## src/core/wspc_pkg.sv

```systemverilog
// Package for the waveform sequence playback controller.
// Assumes one 100 MHz clock and a plain single-cycle register port.
package wspc_pkg;
    localparam int ADDR_W = 8;
    localparam int DATA_W = 32;
    localparam int LOOP_W = 20;
    localparam int SEL_W = 8;
    localparam int PIN_W = 12;
    // Register offsets.
    localparam logic [7:0] OFS_CTRL = 8'h00;
    localparam logic [7:0] OFS_CMD = 8'h04;
    localparam logic [7:0] OFS_SEQ_LOOPS = 8'h08;
    localparam logic [7:0] OFS_TBL_IDX = 8'h0c;
    localparam logic [7:0] OFS_TBL_DATA = 8'h10;
    localparam logic [7:0] OFS_TBL_LEN = 8'h14;
    localparam logic [7:0] OFS_STATUS = 8'h18;
    localparam logic [7:0] OFS_DYN_SEL = 8'h1c;
    // Control register fields.
    localparam int CTRL_RUN_LSB = 0;
    localparam int CTRL_ADV_LSB = 2;
    localparam int CTRL_ARMED = 4;
    localparam int CTRL_IDLE_WAVE = 5;
    localparam int CTRL_EN_EVENT = 6;
    localparam int CTRL_INIT_LSB = 7;
    localparam int CTRL_ADVANCED = 9;
    localparam int CTRL_DYN_EN = 10;
    localparam int CTRL_W = 11;
    localparam logic [10:0] CTRL_RESET = 11'h000;
    // Command register pulses.
    localparam int CMD_ENABLE = 0;
    localparam int CMD_ABORT = 1;
    localparam int CMD_INIT = 2;
    // Table data word fields.
    localparam int TBL_JUMP = 8;
    localparam int TBL_LOOP_LSB = 9;
    localparam logic [19:0] LOOPS_RESET = 20'h00001;
    // Pin vector positions after synchronising.
    localparam int PIN_TRIG = 0;
    localparam int PIN_EVENT = 1;
    localparam int PIN_BUTTON = 2;
    localparam int PIN_SEL_LSB = 3;
    typedef enum logic [1:0] {RUN_CONT = 2'b00, RUN_TRIG = 2'b01, RUN_GATE = 2'b10} wspc_run_e;
    typedef enum logic [1:0] {ADV_AUTO = 2'b00, ADV_ONCE = 2'b01, ADV_STEP = 2'b10} wspc_adv_e;
    typedef enum logic [1:0] {INIT_PANEL = 2'b00, INIT_BUS = 2'b01, INIT_TRIG = 2'b10} wspc_init_e;
    typedef enum logic [1:0] {
        ST_IDLE = 2'b00,
        ST_WAIT = 2'b01,
        ST_PLAY = 2'b10
    } wspc_state_e;
endpackage : wspc_pkg

```

## src/core/wspc_top.sv

```systemverilog
// Playback controller that walks a step table and tells the waveform engine what to play.
// Assumes the engine pulses wave_end on the same clock at the end of each waveform pass;
// trigger, event, button and select pins are asynchronous and are synchronised here.
// What this block does
// - Continuous run mode plays the waveform repeatedly; it stops only under once advance or on abort.
// - Triggered run mode idles until a trigger, then plays once.
// - Gated run mode idles until gate true, plays while gate stays true.
// - Auto advance replays the whole sequence endlessly in continuous and gated run modes.
// - Once advance plays the sequence once, then returns to idle; gated run mode ignores it and keeps playing.
// - Stepped advance moves to the next step only on an event.
// - Self-armed starts generating without any control signal.
// - Armed withholds generation until a control signal enables it.
// - Before start, output shows first-sample hold or first waveform, as selected.
// - Enable source acts only when armed, ignored otherwise.
// - With event as enable source, an event transition enables output.
// - Bus abort halts all output; ignored when self-armed.
// - Initiate source starts playback only in triggered and gated modes.
// - Choosing bus initiate disables the front-panel button.
// - Each waveform repeats its programmed wave loop count after initiate.
// - The sequence repeats its programmed sequence loop count after initiate.
// - Jump flag clear: advance as soon as the step's loops complete.
// - Jump flag set: replay the step until an event, then advance.
// - Starts in normal sequencing; advanced mode steps select whole sequences.
// - Eight select lines give binary index 0 to 255, line 1 least significant.
// - The sequence switches only when the validating strobe is asserted.
// - Stepped advance treats every step as having its jump flag set.
//
// Added by the designer: the address map and the plain strobed port.
`timescale 1ns/1ns
module wspc_top #(
    parameter int STEPS = 16
) (
    input wire logic clock,
    input wire logic rst,
    input wire logic [wspc_pkg::ADDR_W-1:0] reg_addr,
    input wire logic [wspc_pkg::DATA_W-1:0] reg_wdata,
    input wire logic reg_wr,
    input wire logic reg_rd,
    output logic [wspc_pkg::DATA_W-1:0] reg_rdata,
    input wire logic trigger_pin,
    input wire logic event_pin,
    input wire logic button_pin,
    input wire logic [wspc_pkg::SEL_W-1:0] dyn_sel_pin,
    input wire logic dyn_strobe_pin,
    input wire logic wave_end,
    output logic play_active,
    output logic first_sample_hold_idle,
    output logic [wspc_pkg::SEL_W-1:0] play_index,
    output logic [$clog2(STEPS)-1:0] play_step,
    output logic play_advanced
);
    import wspc_pkg::*;
    localparam int IW = $clog2(STEPS);

    // Register state.
    logic [CTRL_W-1:0] ctrl_ff;
    logic [LOOP_W-1:0] seq_loops_ff;
    logic [IW-1:0] tbl_idx_ff;
    logic [IW:0] tbl_len_ff;
    logic [SEL_W-1:0] tbl_seg_ff [STEPS];
    logic tbl_jump_ff [STEPS];
    logic [LOOP_W-1:0] tbl_loops_ff [STEPS];
    logic [DATA_W-1:0] rdata_ff;
    // Sequencer state.
    wspc_state_e state_ff, nxt_state;
    logic [IW-1:0] step_ff, nxt_step;
    logic [LOOP_W-1:0] wcnt_ff, nxt_wcnt;
    logic [LOOP_W-1:0] scnt_ff, nxt_scnt;
    logic enabled_ff, jump_pend_ff, nxt_consume;
    // Pin synchronisers and filtered levels.
    logic [PIN_W-1:0] pin_s1_ff, pin_s2_ff, pin_s3_ff, pin_f_ff, pin_prev_ff;
    logic [SEL_W-1:0] dyn_sel_ff;
    logic [SEL_W-1:0] out_index_ff;
    logic out_play_ff, out_hold_ff, out_adv_ff;
    logic [IW-1:0] out_step_ff;

    function automatic logic is_wr(input logic [ADDR_W-1:0] a, input logic [7:0] ofs);
        return reg_wr && (a == ofs);
    endfunction : is_wr

    function automatic logic [LOOP_W-1:0] at_least_one(input logic [LOOP_W-1:0] v);
        return (v == '0) ? LOOPS_RESET : v;
    endfunction : at_least_one

    wire wspc_run_e run_mode = wspc_run_e'(ctrl_ff[CTRL_RUN_LSB +: 2]);
    wire wspc_adv_e adv_mode = wspc_adv_e'(ctrl_ff[CTRL_ADV_LSB +: 2]);
    wire wspc_init_e init_src = wspc_init_e'(ctrl_ff[CTRL_INIT_LSB +: 2]);
    wire armed = ctrl_ff[CTRL_ARMED];
    wire dyn_en = ctrl_ff[CTRL_DYN_EN];
    wire cmd_enable = is_wr(reg_addr, OFS_CMD) && reg_wdata[CMD_ENABLE];
    wire cmd_abort = is_wr(reg_addr, OFS_CMD) && reg_wdata[CMD_ABORT];
    wire cmd_init = is_wr(reg_addr, OFS_CMD) && reg_wdata[CMD_INIT];
    wire [PIN_W-1:0] pin_rise = pin_f_ff & ~pin_prev_ff;
    wire trig_rise = pin_rise[PIN_TRIG];
    wire event_rise = pin_rise[PIN_EVENT];
    wire button_rise = pin_rise[PIN_BUTTON];
    wire strobe_rise = pin_rise[PIN_W-1];
    wire [SEL_W-1:0] sel_now = pin_f_ff[PIN_SEL_LSB +: SEL_W];

    // A change is taken only once the second and third stages agree.
    always_ff @(posedge clock or posedge rst) begin
        if (rst) begin
            pin_s1_ff <= '0;
            pin_s2_ff <= '0;
            pin_s3_ff <= '0;
            pin_f_ff <= '0;
            pin_prev_ff <= '0;
        end else begin
            pin_s1_ff <= {dyn_strobe_pin, dyn_sel_pin, button_pin, event_pin, trigger_pin};
            pin_s2_ff <= pin_s1_ff;
            pin_s3_ff <= pin_s2_ff;
            for (int i = 0; i < PIN_W; i++) begin
                if (pin_s2_ff[i] == pin_s3_ff[i]) begin
                    pin_f_ff[i] <= pin_s3_ff[i];
                end
            end
            pin_prev_ff <= pin_f_ff;
        end
    end

    // Line 1 is bit 0, so all-low is index 0 and all-high is index 255.
    always_ff @(posedge clock or posedge rst) begin
        if (rst) begin
            dyn_sel_ff <= '0;
        end else if (strobe_rise) begin
            dyn_sel_ff <= sel_now;
        end
    end

    // Gate level follows the button when it is the source, otherwise the trigger pin.
    wire gate = (init_src == INIT_PANEL) ? pin_f_ff[PIN_BUTTON] : pin_f_ff[PIN_TRIG];
    // Bus initiate shuts out the button, since only the selected source is heard.
    wire init_pulse = (init_src == INIT_BUS) ? cmd_init :
                      (init_src == INIT_TRIG) ? trig_rise : button_rise;
    wire abort_act = cmd_abort && armed;
    wire en_pulse = ctrl_ff[CTRL_EN_EVENT] ? event_rise : cmd_enable;

    // Self-armed is always enabled; armed waits for the enable source.
    always_ff @(posedge clock or posedge rst) begin
        if (rst) begin
            enabled_ff <= 1'b0;
        end else if (!armed) begin
            enabled_ff <= 1'b1;
        end else if (en_pulse) begin
            enabled_ff <= 1'b1;
        end else if (abort_act || (state_ff == ST_PLAY && nxt_state == ST_IDLE)) begin
            enabled_ff <= 1'b0;
        end
    end

    wire [LOOP_W-1:0] step_loops = at_least_one(tbl_loops_ff[step_ff]);
    wire wave_done = (wcnt_ff + 1'b1) >= step_loops;
    wire jump_eff = (adv_mode == ADV_STEP) || tbl_jump_ff[step_ff];
    wire last_step = ({1'b0, step_ff} + 1'b1) >= tbl_len_ff;
    wire seq_done = (scnt_ff + 1'b1) >= at_least_one(seq_loops_ff);

    always_comb begin
        nxt_state = state_ff;
        nxt_step = step_ff;
        nxt_wcnt = wcnt_ff;
        nxt_scnt = scnt_ff;
        nxt_consume = 1'b0;
        unique case (state_ff)
            ST_IDLE: begin
                if (enabled_ff && !abort_act) begin
                    nxt_state = (run_mode == RUN_CONT) ? ST_PLAY : ST_WAIT;
                end
            end
            ST_WAIT: begin
                if (!enabled_ff || abort_act) begin
                    nxt_state = ST_IDLE;
                end else if ((run_mode == RUN_TRIG && init_pulse) ||
                             (run_mode == RUN_GATE && gate)) begin
                    nxt_state = ST_PLAY;
                end
            end
            ST_PLAY: begin
                if (abort_act) begin
                    nxt_state = ST_IDLE;
                end else if (wave_end) begin
                    if (run_mode == RUN_GATE && !gate) begin
                        nxt_state = ST_WAIT;
                    end else if (!wave_done) begin
                        nxt_wcnt = wcnt_ff + 1'b1;
                    end else if (jump_eff && !jump_pend_ff) begin
                        nxt_wcnt = wcnt_ff;
                    end else begin
                        nxt_consume = jump_eff;
                        nxt_wcnt = '0;
                        if (!last_step) begin
                            nxt_step = step_ff + 1'b1;
                        end else begin
                            nxt_step = '0;
                            if (run_mode == RUN_GATE ||
                                (run_mode == RUN_CONT && adv_mode != ADV_ONCE)) begin
                                nxt_scnt = '0;
                            end else if (!seq_done) begin
                                nxt_scnt = scnt_ff + 1'b1;
                            end else begin
                                nxt_scnt = '0;
                                nxt_state = (run_mode == RUN_CONT) ? ST_IDLE : ST_WAIT;
                            end
                        end
                    end
                end
            end
            default: begin
                nxt_state = ST_IDLE;
            end
        endcase
        if (state_ff != ST_PLAY) begin
            nxt_step = '0;
            nxt_wcnt = '0;
            nxt_scnt = '0;
        end
    end

    always_ff @(posedge clock or posedge rst) begin
        if (rst) begin
            state_ff <= ST_IDLE;
            step_ff <= '0;
            wcnt_ff <= '0;
            scnt_ff <= '0;
        end else begin
            state_ff <= nxt_state;
            step_ff <= nxt_step;
            wcnt_ff <= nxt_wcnt;
            scnt_ff <= nxt_scnt;
        end
    end

    // An event in the cycle that consumes the pending one is kept.
    always_ff @(posedge clock or posedge rst) begin
        if (rst) begin
            jump_pend_ff <= 1'b0;
        end else if (state_ff != ST_PLAY) begin
            jump_pend_ff <= 1'b0;
        end else begin
            jump_pend_ff <= event_rise || (jump_pend_ff && !nxt_consume);
        end
    end

    wire play_end = state_ff == ST_PLAY && !abort_act && wave_end &&
                    !(run_mode == RUN_GATE && !gate);

    // Outputs come from flops loaded with the next-state values.
    always_ff @(posedge clock or posedge rst) begin
        if (rst) begin
            out_play_ff <= 1'b0;
            out_hold_ff <= 1'b1;
            out_index_ff <= '0;
            out_step_ff <= '0;
            out_adv_ff <= 1'b0;
        end else begin
            out_play_ff <= nxt_state == ST_PLAY;
            out_hold_ff <= nxt_state != ST_PLAY && !ctrl_ff[CTRL_IDLE_WAVE];
            out_index_ff <= dyn_en ? dyn_sel_ff : tbl_seg_ff[nxt_step];
            out_step_ff <= nxt_step;
            out_adv_ff <= ctrl_ff[CTRL_ADVANCED];
        end
    end

    assign play_active = out_play_ff;
    assign first_sample_hold_idle = out_hold_ff;
    assign play_index = out_index_ff;
    assign play_step = out_step_ff;
    assign play_advanced = out_adv_ff;

    // Register file; advanced mode is off after reset.
    always_ff @(posedge clock or posedge rst) begin
        if (rst) begin
            ctrl_ff <= CTRL_RESET;
            seq_loops_ff <= LOOPS_RESET;
            tbl_idx_ff <= '0;
            tbl_len_ff <= (IW+1)'(1);
        end else begin
            if (is_wr(reg_addr, OFS_CTRL)) begin
                ctrl_ff <= reg_wdata[CTRL_W-1:0];
            end
            if (is_wr(reg_addr, OFS_SEQ_LOOPS)) begin
                seq_loops_ff <= reg_wdata[LOOP_W-1:0];
            end
            if (is_wr(reg_addr, OFS_TBL_IDX)) begin
                tbl_idx_ff <= reg_wdata[IW-1:0];
            end else if (is_wr(reg_addr, OFS_TBL_DATA)) begin
                tbl_idx_ff <= tbl_idx_ff + 1'b1;
            end
            if (is_wr(reg_addr, OFS_TBL_LEN)) begin
                tbl_len_ff <= (reg_wdata[IW:0] == '0) ? (IW+1)'(1) : reg_wdata[IW:0];
            end
        end
    end

    // Table storage has no reset: software loads it before enabling playback.
    always_ff @(posedge clock) begin
        if (is_wr(reg_addr, OFS_TBL_DATA)) begin
            tbl_seg_ff[tbl_idx_ff] <= reg_wdata[SEL_W-1:0];
            tbl_jump_ff[tbl_idx_ff] <= reg_wdata[TBL_JUMP];
            tbl_loops_ff[tbl_idx_ff] <= reg_wdata[TBL_LOOP_LSB +: LOOP_W];
        end
    end

    always_ff @(posedge clock or posedge rst) begin
        if (rst) begin
            rdata_ff <= '0;
        end else if (reg_rd) begin
            unique case (reg_addr)
                OFS_CTRL: rdata_ff <= DATA_W'(ctrl_ff);
                OFS_SEQ_LOOPS: rdata_ff <= DATA_W'(seq_loops_ff);
                OFS_TBL_IDX: rdata_ff <= DATA_W'(tbl_idx_ff);
                OFS_TBL_DATA: rdata_ff <= DATA_W'({tbl_loops_ff[tbl_idx_ff],
                    tbl_jump_ff[tbl_idx_ff], tbl_seg_ff[tbl_idx_ff]});
                OFS_TBL_LEN: rdata_ff <= DATA_W'(tbl_len_ff);
                OFS_STATUS: rdata_ff <= DATA_W'({scnt_ff, step_ff, jump_pend_ff,
                    enabled_ff, state_ff});
                OFS_DYN_SEL: rdata_ff <= DATA_W'(dyn_sel_ff);
                default: rdata_ff <= '0;
            endcase
        end else begin
            rdata_ff <= '0;
        end
    end

    assign reg_rdata = rdata_ff;
endmodule : wspc_top

```

## config.mk

```make
export PLATFORM = sky130hd
export DESIGN_NAME = wspc_top
export DESIGN_NICKNAME = d
export VERILOG_FILES = /design/src/core/wspc_pkg.sv /design/src/core/wspc_top.sv
export SDC_FILE = /design/constraint.sdc
export NUM_CORES = 1
export LEC_CHECK = 0
export ABC_AREA = 0
export BUFFER_PORTS_ARGS = -buffer_cell sky130_fd_sc_hd__clkbuf_2
export CORE_MARGIN = 1
export CORE_UTILIZATION = 50
export CTS_BUF_LIST = sky130_fd_sc_hd__clkbuf_16
export CTS_CLUSTER_DIAMETER = 100
export DETAILED_ROUTE_END_ITERATION = 10
export GPL_TIMING_DRIVEN = 0
export PLACE_DENSITY = 0.67
export SYNTH_ARGS = -nofsm -noshare
export SYNTH_HDL_FRONTEND = slang
export SYNTH_SLANG_ARGS = --single-unit
```

## constraint.sdc

```tcl
create_clock -name clock -period 9.21 [get_ports clock]
set_input_delay 1.842 -clock clock [delete_from_list [all_inputs] [get_ports clock]]
set_output_delay 1.842 -clock clock [all_outputs]
set_load 0.02 [all_outputs]
```

==> results of run 1 <==
## worst reg2reg max path: stages (launching register included)
cell	delay [ns]
dfrtp_1	0.43
clkbuf_1	0.38
clkbuf_1	0.63
buf_1	0.78
clkbuf_1	0.94
mux4_2	0.44
mux4_2	0.58
nor4_1	0.37
a31o_2	0.22
ha_1	0.12
nor2b_1	0.04
o21ai_0	0.17
a41oi_1	0.15
o31a_1	0.41
a211oi_4	0.57
mux2i_1	0.78
clkbuf_1	0.57
nand2_1	0.11
nand3_1	0.11
o2111ai_1	0.15
o211ai_1	0.28
## flip-flops by register name (all words and copies together) (netlist names), 8 cells and up
signal,cells
tbl_loops_ff,320
tbl_seg_ff,128
reg_rdata,29
scnt_ff,20
seq_loops_ff,20
wcnt_ff,20
tbl_jump_ff,16
pin_f_ff,12
pin_s1_ff,12
pin_s2_ff,12
pin_s3_ff,12
ctrl_ff,11
dyn_sel_ff,8
play_index,8
## synthesized netlist by cell type, types with 31 or more instances
cell / number
nand2_1: 120
nor2_1: 66
a21oi_1: 34
edfxtp_1: 464
inv_1: 53
ha_1: 52
mux4_2: 249
clkbuf_1: 74
o21ai_0: 96
and3_1: 33
dfrtp_1: 185
mux2i_1: 31
nand3_1: 64
## final cells by class
cell class                 instances  area [um^2]
fill                            4640        25500
sequential                       652        18600
multi-input combinational       1093        11300
clock buffer                      75         1880
tap                              782          978
timing repair buffer             125          912
buffer                           121          512
clock inverter                    54          487
inverter                          54          210
## per-stage QoR
step                       util  area [um^2]  setup WS [ns]
after floorplan               -        30600           2.26
after global placement    0.531        32000          -1.86
after detailed placement  0.539        32500           1.11
after CTS                 0.578        34900           1.08
after global routing      0.578        34900          0.717
final                     0.578        34900          0.879
## path summary, 6_finish.rpt
path | from | slack (ns) | end
setup / recovery | play_step[1]$_DFF_PP0_ | 0.88 | play_index[7]$_DFF_PP0_
hold / removal | pin_s1_ff[4]$_DFF_PP0_ | 0.35 | pin_s2_ff[4]$_DFF_PP0_
setup reg to reg | play_step[1]$_DFF_PP0_ | 0.88 | play_index[7]$_DFF_PP0_
hold reg to reg | pin_s1_ff[4]$_DFF_PP0_ | 0.35 | pin_s2_ff[4]$_DFF_PP0_
max in group asynchronous | rst | 6.94 | reg_rdata[18]$_DFF_PP0_
min in group asynchronous | rst | 1.28 | pin_s3_ff[11]$_DFF_PP0_
## power by group
| group | switching [uW] | internal (uW) |
|---|---|---|
| clock | 1180 | 1720 |
| combinational | 551 | 300 |
| sequential | 64.8 | 3210 |
## kinds of logic after synthesis
logic type,share of synthesized area
fa+ha+maj,0.0252
buf+inv,0.0234
simple gates,0.0613
other cells,0.000123
compound gates,0.0647
xor+xnor,0.0109
flops,0.610
mux,0.205
## layer usage
metal | wire [um] | share of wire
met4 | 3820 | 0.041
met1 | 35400 | 0.38
met5 | 36 | 0.00039
met2 | 43200 | 0.46
met3 | 10600 | 0.11
==> results.md, run 1 <==
* CP endpoint kind: flip-flop
* CP max FO at 10
* Sequential area share after synthesis at 0.610
* DP Cell Count at 2827
* Total track usage at 0.304
* Top delay family on crit path: buffers and inverters
* Routed length per instance at 31.5 um
* Slew @ Worst Pin at 1.38 ns
* Worst path buffer plus inverter count at 5
* Floorplan core area at 60400 um^2
* Primary FF master, synth: edfxtp_1
* WHS Path Cells at 0
* Worst path slowest cell: clkbuf_1
* Max cap viols at 0
* CP Depth at 20
* Peak VDD IR at 127 uV
* Ratio of final minimum period to clock period at 0.905
* Setup-failing EPs final at 0
* H-tree depth at 3
* Worst path max stage delay at 0.94 ns
* F_max at 120 MHz
* Most Crowded Layer GR: met2
* Antenna viol nets, final at 0
* Cells resized by post-CTS repair at 0
* Core Rows at 90
* Drt total wl at 93.0 mm
* Final Wtd Congestion at 0.984
* Post-synth top area cell: edfxtp_1
* Pwr Total at 7030 uW
* Leakage Power at 0.0124 uW
* M2 GR Usage at 0.470
* Status: completed
* Critical Path Source Type: flip-flop
* Post CTS Setup Buffer Count at 0
* #FFs+latches synth at 652
* PortBufs at 97
* Clock buffer depth at 3
* Die area at 62100 um^2
* Reg2Reg Depth at 20
* WP data arrival at 8.84 ns
* Drt drc at 0
* Vias in the first global route at 20100
* Final Max Tran Viols at 0
* DIE HEIGHT at 249 um
* Power Dens Cells at 202 nW/um^2
* Asr flop ratio synth at 0.288
* Unique cell type count in the Yosys netlist at 74
* Clk slew on worst S/H paths at 0.06 ns
* Via count at 20000
* RSZ-0062 raised after global routing: no
* Clock Skews at 0.0195 ns
* CTS Sinks at 652
* Post-synth EDFFs at 464
* # IOs at 104
* Final count of hold timing violations at 0
* Crit path cell chain: clkbuf_1 > clkbuf_1 > buf_1 > clkbuf_1 > mux4_2 > mux4_2 > nor4_1 > a31o_2 > ha_1 > nor2b_1 > o21ai_0 > a41oi_1 > o31a_1 > a211oi_4 > mux2i_1 > clkbuf_1 > nand2_1 > nand3_1 > o2111ai_1 > o211ai_1
* Grt met3 use at 0.0726
* Syn Std Cell Area at 30600 um^2
* Net count, final at 2227
* Yosys Warn Count at 0
* Total congestion overflow at 0
* Skew-Pair Late Insertion Delay at 0.62 ns
* Mean Syn Cell Area at 15.9 um^2
* Root Driver: clkbuf_16
* Initial antenna violation count at 3
* # hold bufs at CTS at 0
* TritonCTS Buffers at 71
* Cell repeated most along the worst path: clkbuf_1
* CTS tree: done
* 1st-iter DRT viols at 2898
* Non-filler cells, final at 2956
* DR vias/cell at 6.75
* Die width at 249 um
* Share of cells above drive strength 1 at 0.256
* TNS Setup at 0 ns
* Proportion of netlist area held by the largest area contributor at 0.456
* Number of diodes at 0
* Commonest cells after routing, fill and taps aside: edfxtp_1, mux4_2, dfrtp_1
* Area grow syn2layout at 14.1%
* Largest net degree at the start of global routing at 127
* Minimum clock period at 8.33 ns
* Most common cell after layout, fill and taps aside: edfxtp_1
* Largest cells by area after synthesis: edfxtp_1, mux4_2, dfrtp_1, ha_1, o21ai_0
* CP required at 9.72 ns
* Synth Instances at 1918
* First-pass GRT wire length at 136 mm
* DRT Pass-1 Iters at 6
* Worst slew margin at 0.0802
* Initial core utilization at 0.507
* Routing usage on met1 at 0.415
* Detailed Place HPWL at 63.5 mm
* WHS at 0.350 ns
* Setup CP Type: flip-flop to flip-flop
* Class of the worst hold path: flip-flop to flip-flop
Note: power is estimated with default switching activity, not from simulation.
==> run 2: changes to the inputs <==
--- a/config.mk
+++ b/config.mk
@@ -9,10 +9,10 @@
 export BUFFER_PORTS_ARGS = -buffer_cell sky130_fd_sc_hd__clkbuf_2
 export CORE_MARGIN = 1
 export CORE_UTILIZATION = 50
-export CTS_BUF_LIST = sky130_fd_sc_hd__clkbuf_16
+export CTS_BUF_LIST = sky130_fd_sc_hd__clkbuf_8
 export CTS_CLUSTER_DIAMETER = 100
 export DETAILED_ROUTE_END_ITERATION = 10
-export GPL_TIMING_DRIVEN = 0
+export GPL_TIMING_DRIVEN = 1
 export PLACE_DENSITY = 0.67
 export SYNTH_ARGS = -nofsm -noshare
 export SYNTH_HDL_FRONTEND = slang
==> results.md, run 2 (same netlist as run 1, synthesis figures left out) <==
* Cells resized by post-CTS repair at 0
* Total track usage at 0.267
* Core Rows at 90
* Power Dens Cells at 187 nW/um^2
* CP endpoint kind: flip-flop
* Pwr Total at 6360 uW
* Area occupied by multi-input gates at 11300 um^2
* Clock Skews at 0.0375 ns
* Slew @ Worst Pin at 1.36 ns
* R2R Path Start: play_step[0]$_DFF_PP0_
* Status: completed
* PortBufs at 97
* CP max FO at 44
* Minimum clock period at 7.27 ns
* WHS Path Cells at 0
* CP startpoint: play_step[0]$_DFF_PP0_
* Detailed Place HPWL at 50.0 mm
* Area grow syn2layout at 11.0%
* Via count at 19000
* Most common cell after layout, fill and taps aside: edfxtp_1
* # IOs at 104
* TNS Setup at 0 ns
* Crit path cell chain: buf_12 > mux4_2 > mux4_2 > nor4_1 > a31o_2 > ha_1 > nor2b_1 > o21ai_0 > a41oi_1 > o31a_1 > a211oi_4 > buf_4 > mux2_4 > nand2_2 > inv_2 > mux2_2 > o221ai_1 > o211ai_1
* Post CTS Setup Buffer Count at 0
* Final Wtd Congestion at 0.898
* Largest net degree at the start of global routing at 110
* Net count, final at 2152
* WHS at 0.349 ns
* WP data arrival at 7.82 ns
* Final Max Tran Viols at 0
* DR vias/cell at 6.52
* Reg2Reg Depth at 18
* Worst path max stage delay at 0.94 ns
* Setup-failing EPs final at 0
* Ratio of final minimum period to clock period at 0.789
* Floorplan core area at 60400 um^2
* F_max at 138 MHz
* Sequential cell area at 18700 um^2
* Initial antenna violation count at 7
* Cell repeated most along the worst path: mux4_2
* 1st-iter DRT viols at 2314
* Critical Path Source Type: flip-flop
* Reg-to-Reg End: play_index[5]$_DFF_PP0_
* Setup CP Type: flip-flop to flip-flop
* CP required at 9.76 ns
* TritonCTS Buffers at 104
* Initial core utilization at 0.507
* First-pass GRT wire length at 122 mm
* Class of the worst hold path: flip-flop to flip-flop
* Worst path slowest cell: dfrtp_4
* Root Driver: clkbuf_8
* Vias in the first global route at 19000
* DRT Pass-1 Iters at 5
* Worst slew margin at 0.0876
* Max cap viols at 0
* Total congestion overflow at 0
* H-tree depth at 3
* Number of flip-flops under the largest register name at 320
* Antenna viol nets, final at 0
* Die width at 249 um
* Share of cells above drive strength 1 at 0.279
* Worst hold path endpoint: pin_s2_ff[9]$_DFF_PP0_
* Peak VDD IR at 90.8 uV
* Fillers at 4622
* Leakage Power at 0.0122 uW
* Clk slew on worst S/H paths at 0.06 ns
* Skew-Pair Late Insertion Delay at 0.72 ns
* RSZ-0062 raised after global routing: no
* # hold bufs at CTS at 0
* CTS Sinks at 652
* Final count of hold timing violations at 0
* CTS tree: done
* Drt total wl at 82.1 mm
* Drt drc at 0
* Die area at 62100 um^2
* Clock buffer depth at 3
* DIE HEIGHT at 249 um
* Biggest register: tbl_loops_ff
* HP Start: pin_s1_ff[9]$_DFF_PP0_
* Commonest cells after routing, fill and taps aside: edfxtp_1, mux4_2, dfrtp_1
* Reg2Reg Setup Slack at 1.94 ns
* Routed length per instance at 28.1 um
## run 2: worst max-delay path: cells and delay by family (launching register included)
| family | cells | cell delay [ns] |
|---|---|---|
| compound gates | 7 | 1.57 |
| fa+ha+maj | 1 | 0.12 |
| buf+inv | 3 | 1.19 |
| flops | 1 | 0.94 |
| mux | 4 | 2.10 |
| simple gates | 3 | 1.10 |
## run 2: layout make-up
type / count / area share
diodes: 3 / 0.000221
clock buffers: 117 / 0.0474
inverters: 54 / 0.00619
multi-input cells: 1093 / 0.333
repair buffers: 138 / 0.0237
flip-flops and latches: 652 / 0.550
clock inverters: 77 / 0.0103
well taps: 782 / 0.0288
## run 2: report_power, final
| group | total, uW | switching, uW | leakage, uW | internal (uW) |
|---|---|---|---|---|
| clock | 2340 | 1150 | 0.00112 | 1190 |
| combinational | 735 | 445 | 0.00455 | 289 |
| sequential | 3280 | 73.1 | 0.00648 | 3210 |
| total | 6360 | 1670 | 0.0122 | 4690 |
## run 2: routing by layer
metal | wire length, um | part of all wire | track usage | vias to the layer above
met1 | 32600 | 0.40 | 0.375 | 9851
met4 | 2410 | 0.029 | 0.0979 | 4
met3 | 8020 | 0.098 | 0.0534 | 175
met2 | 39000 | 0.47 | 0.417 | 1031
li1 | - | - | - | 7954
met5 | 22 | 0.00027 | 0 | -
## run 2: how the worst max path moves through the flow
stage	to	slack [ns]	depth (start not counted)
floorplan	ctrl_ff[0]$_DFFE_PP0P_	2.26	1
global placement	play_index[5]$_DFF_PP0_	2.06	18
detailed placement	play_index[5]$_DFF_PP0_	2.06	18
CTS	play_index[5]$_DFF_PP0_	2.03	18
global route	play_index[5]$_DFF_PP0_	1.64	18
finish	play_index[5]$_DFF_PP0_	1.94	18
## run 2: metrics by stage
step	util	cell area [um^2]	worst slack (ns)	std cells
floorplan	-	30600	2.26	1920
CTS	0.562	33900	2.03	2913
finish	0.562	33900	1.94	2916
detailed placement	0.530	32000	2.06	2719
global route	0.562	33900	1.64	2915
global placement	0.530	32000	2.06	2719
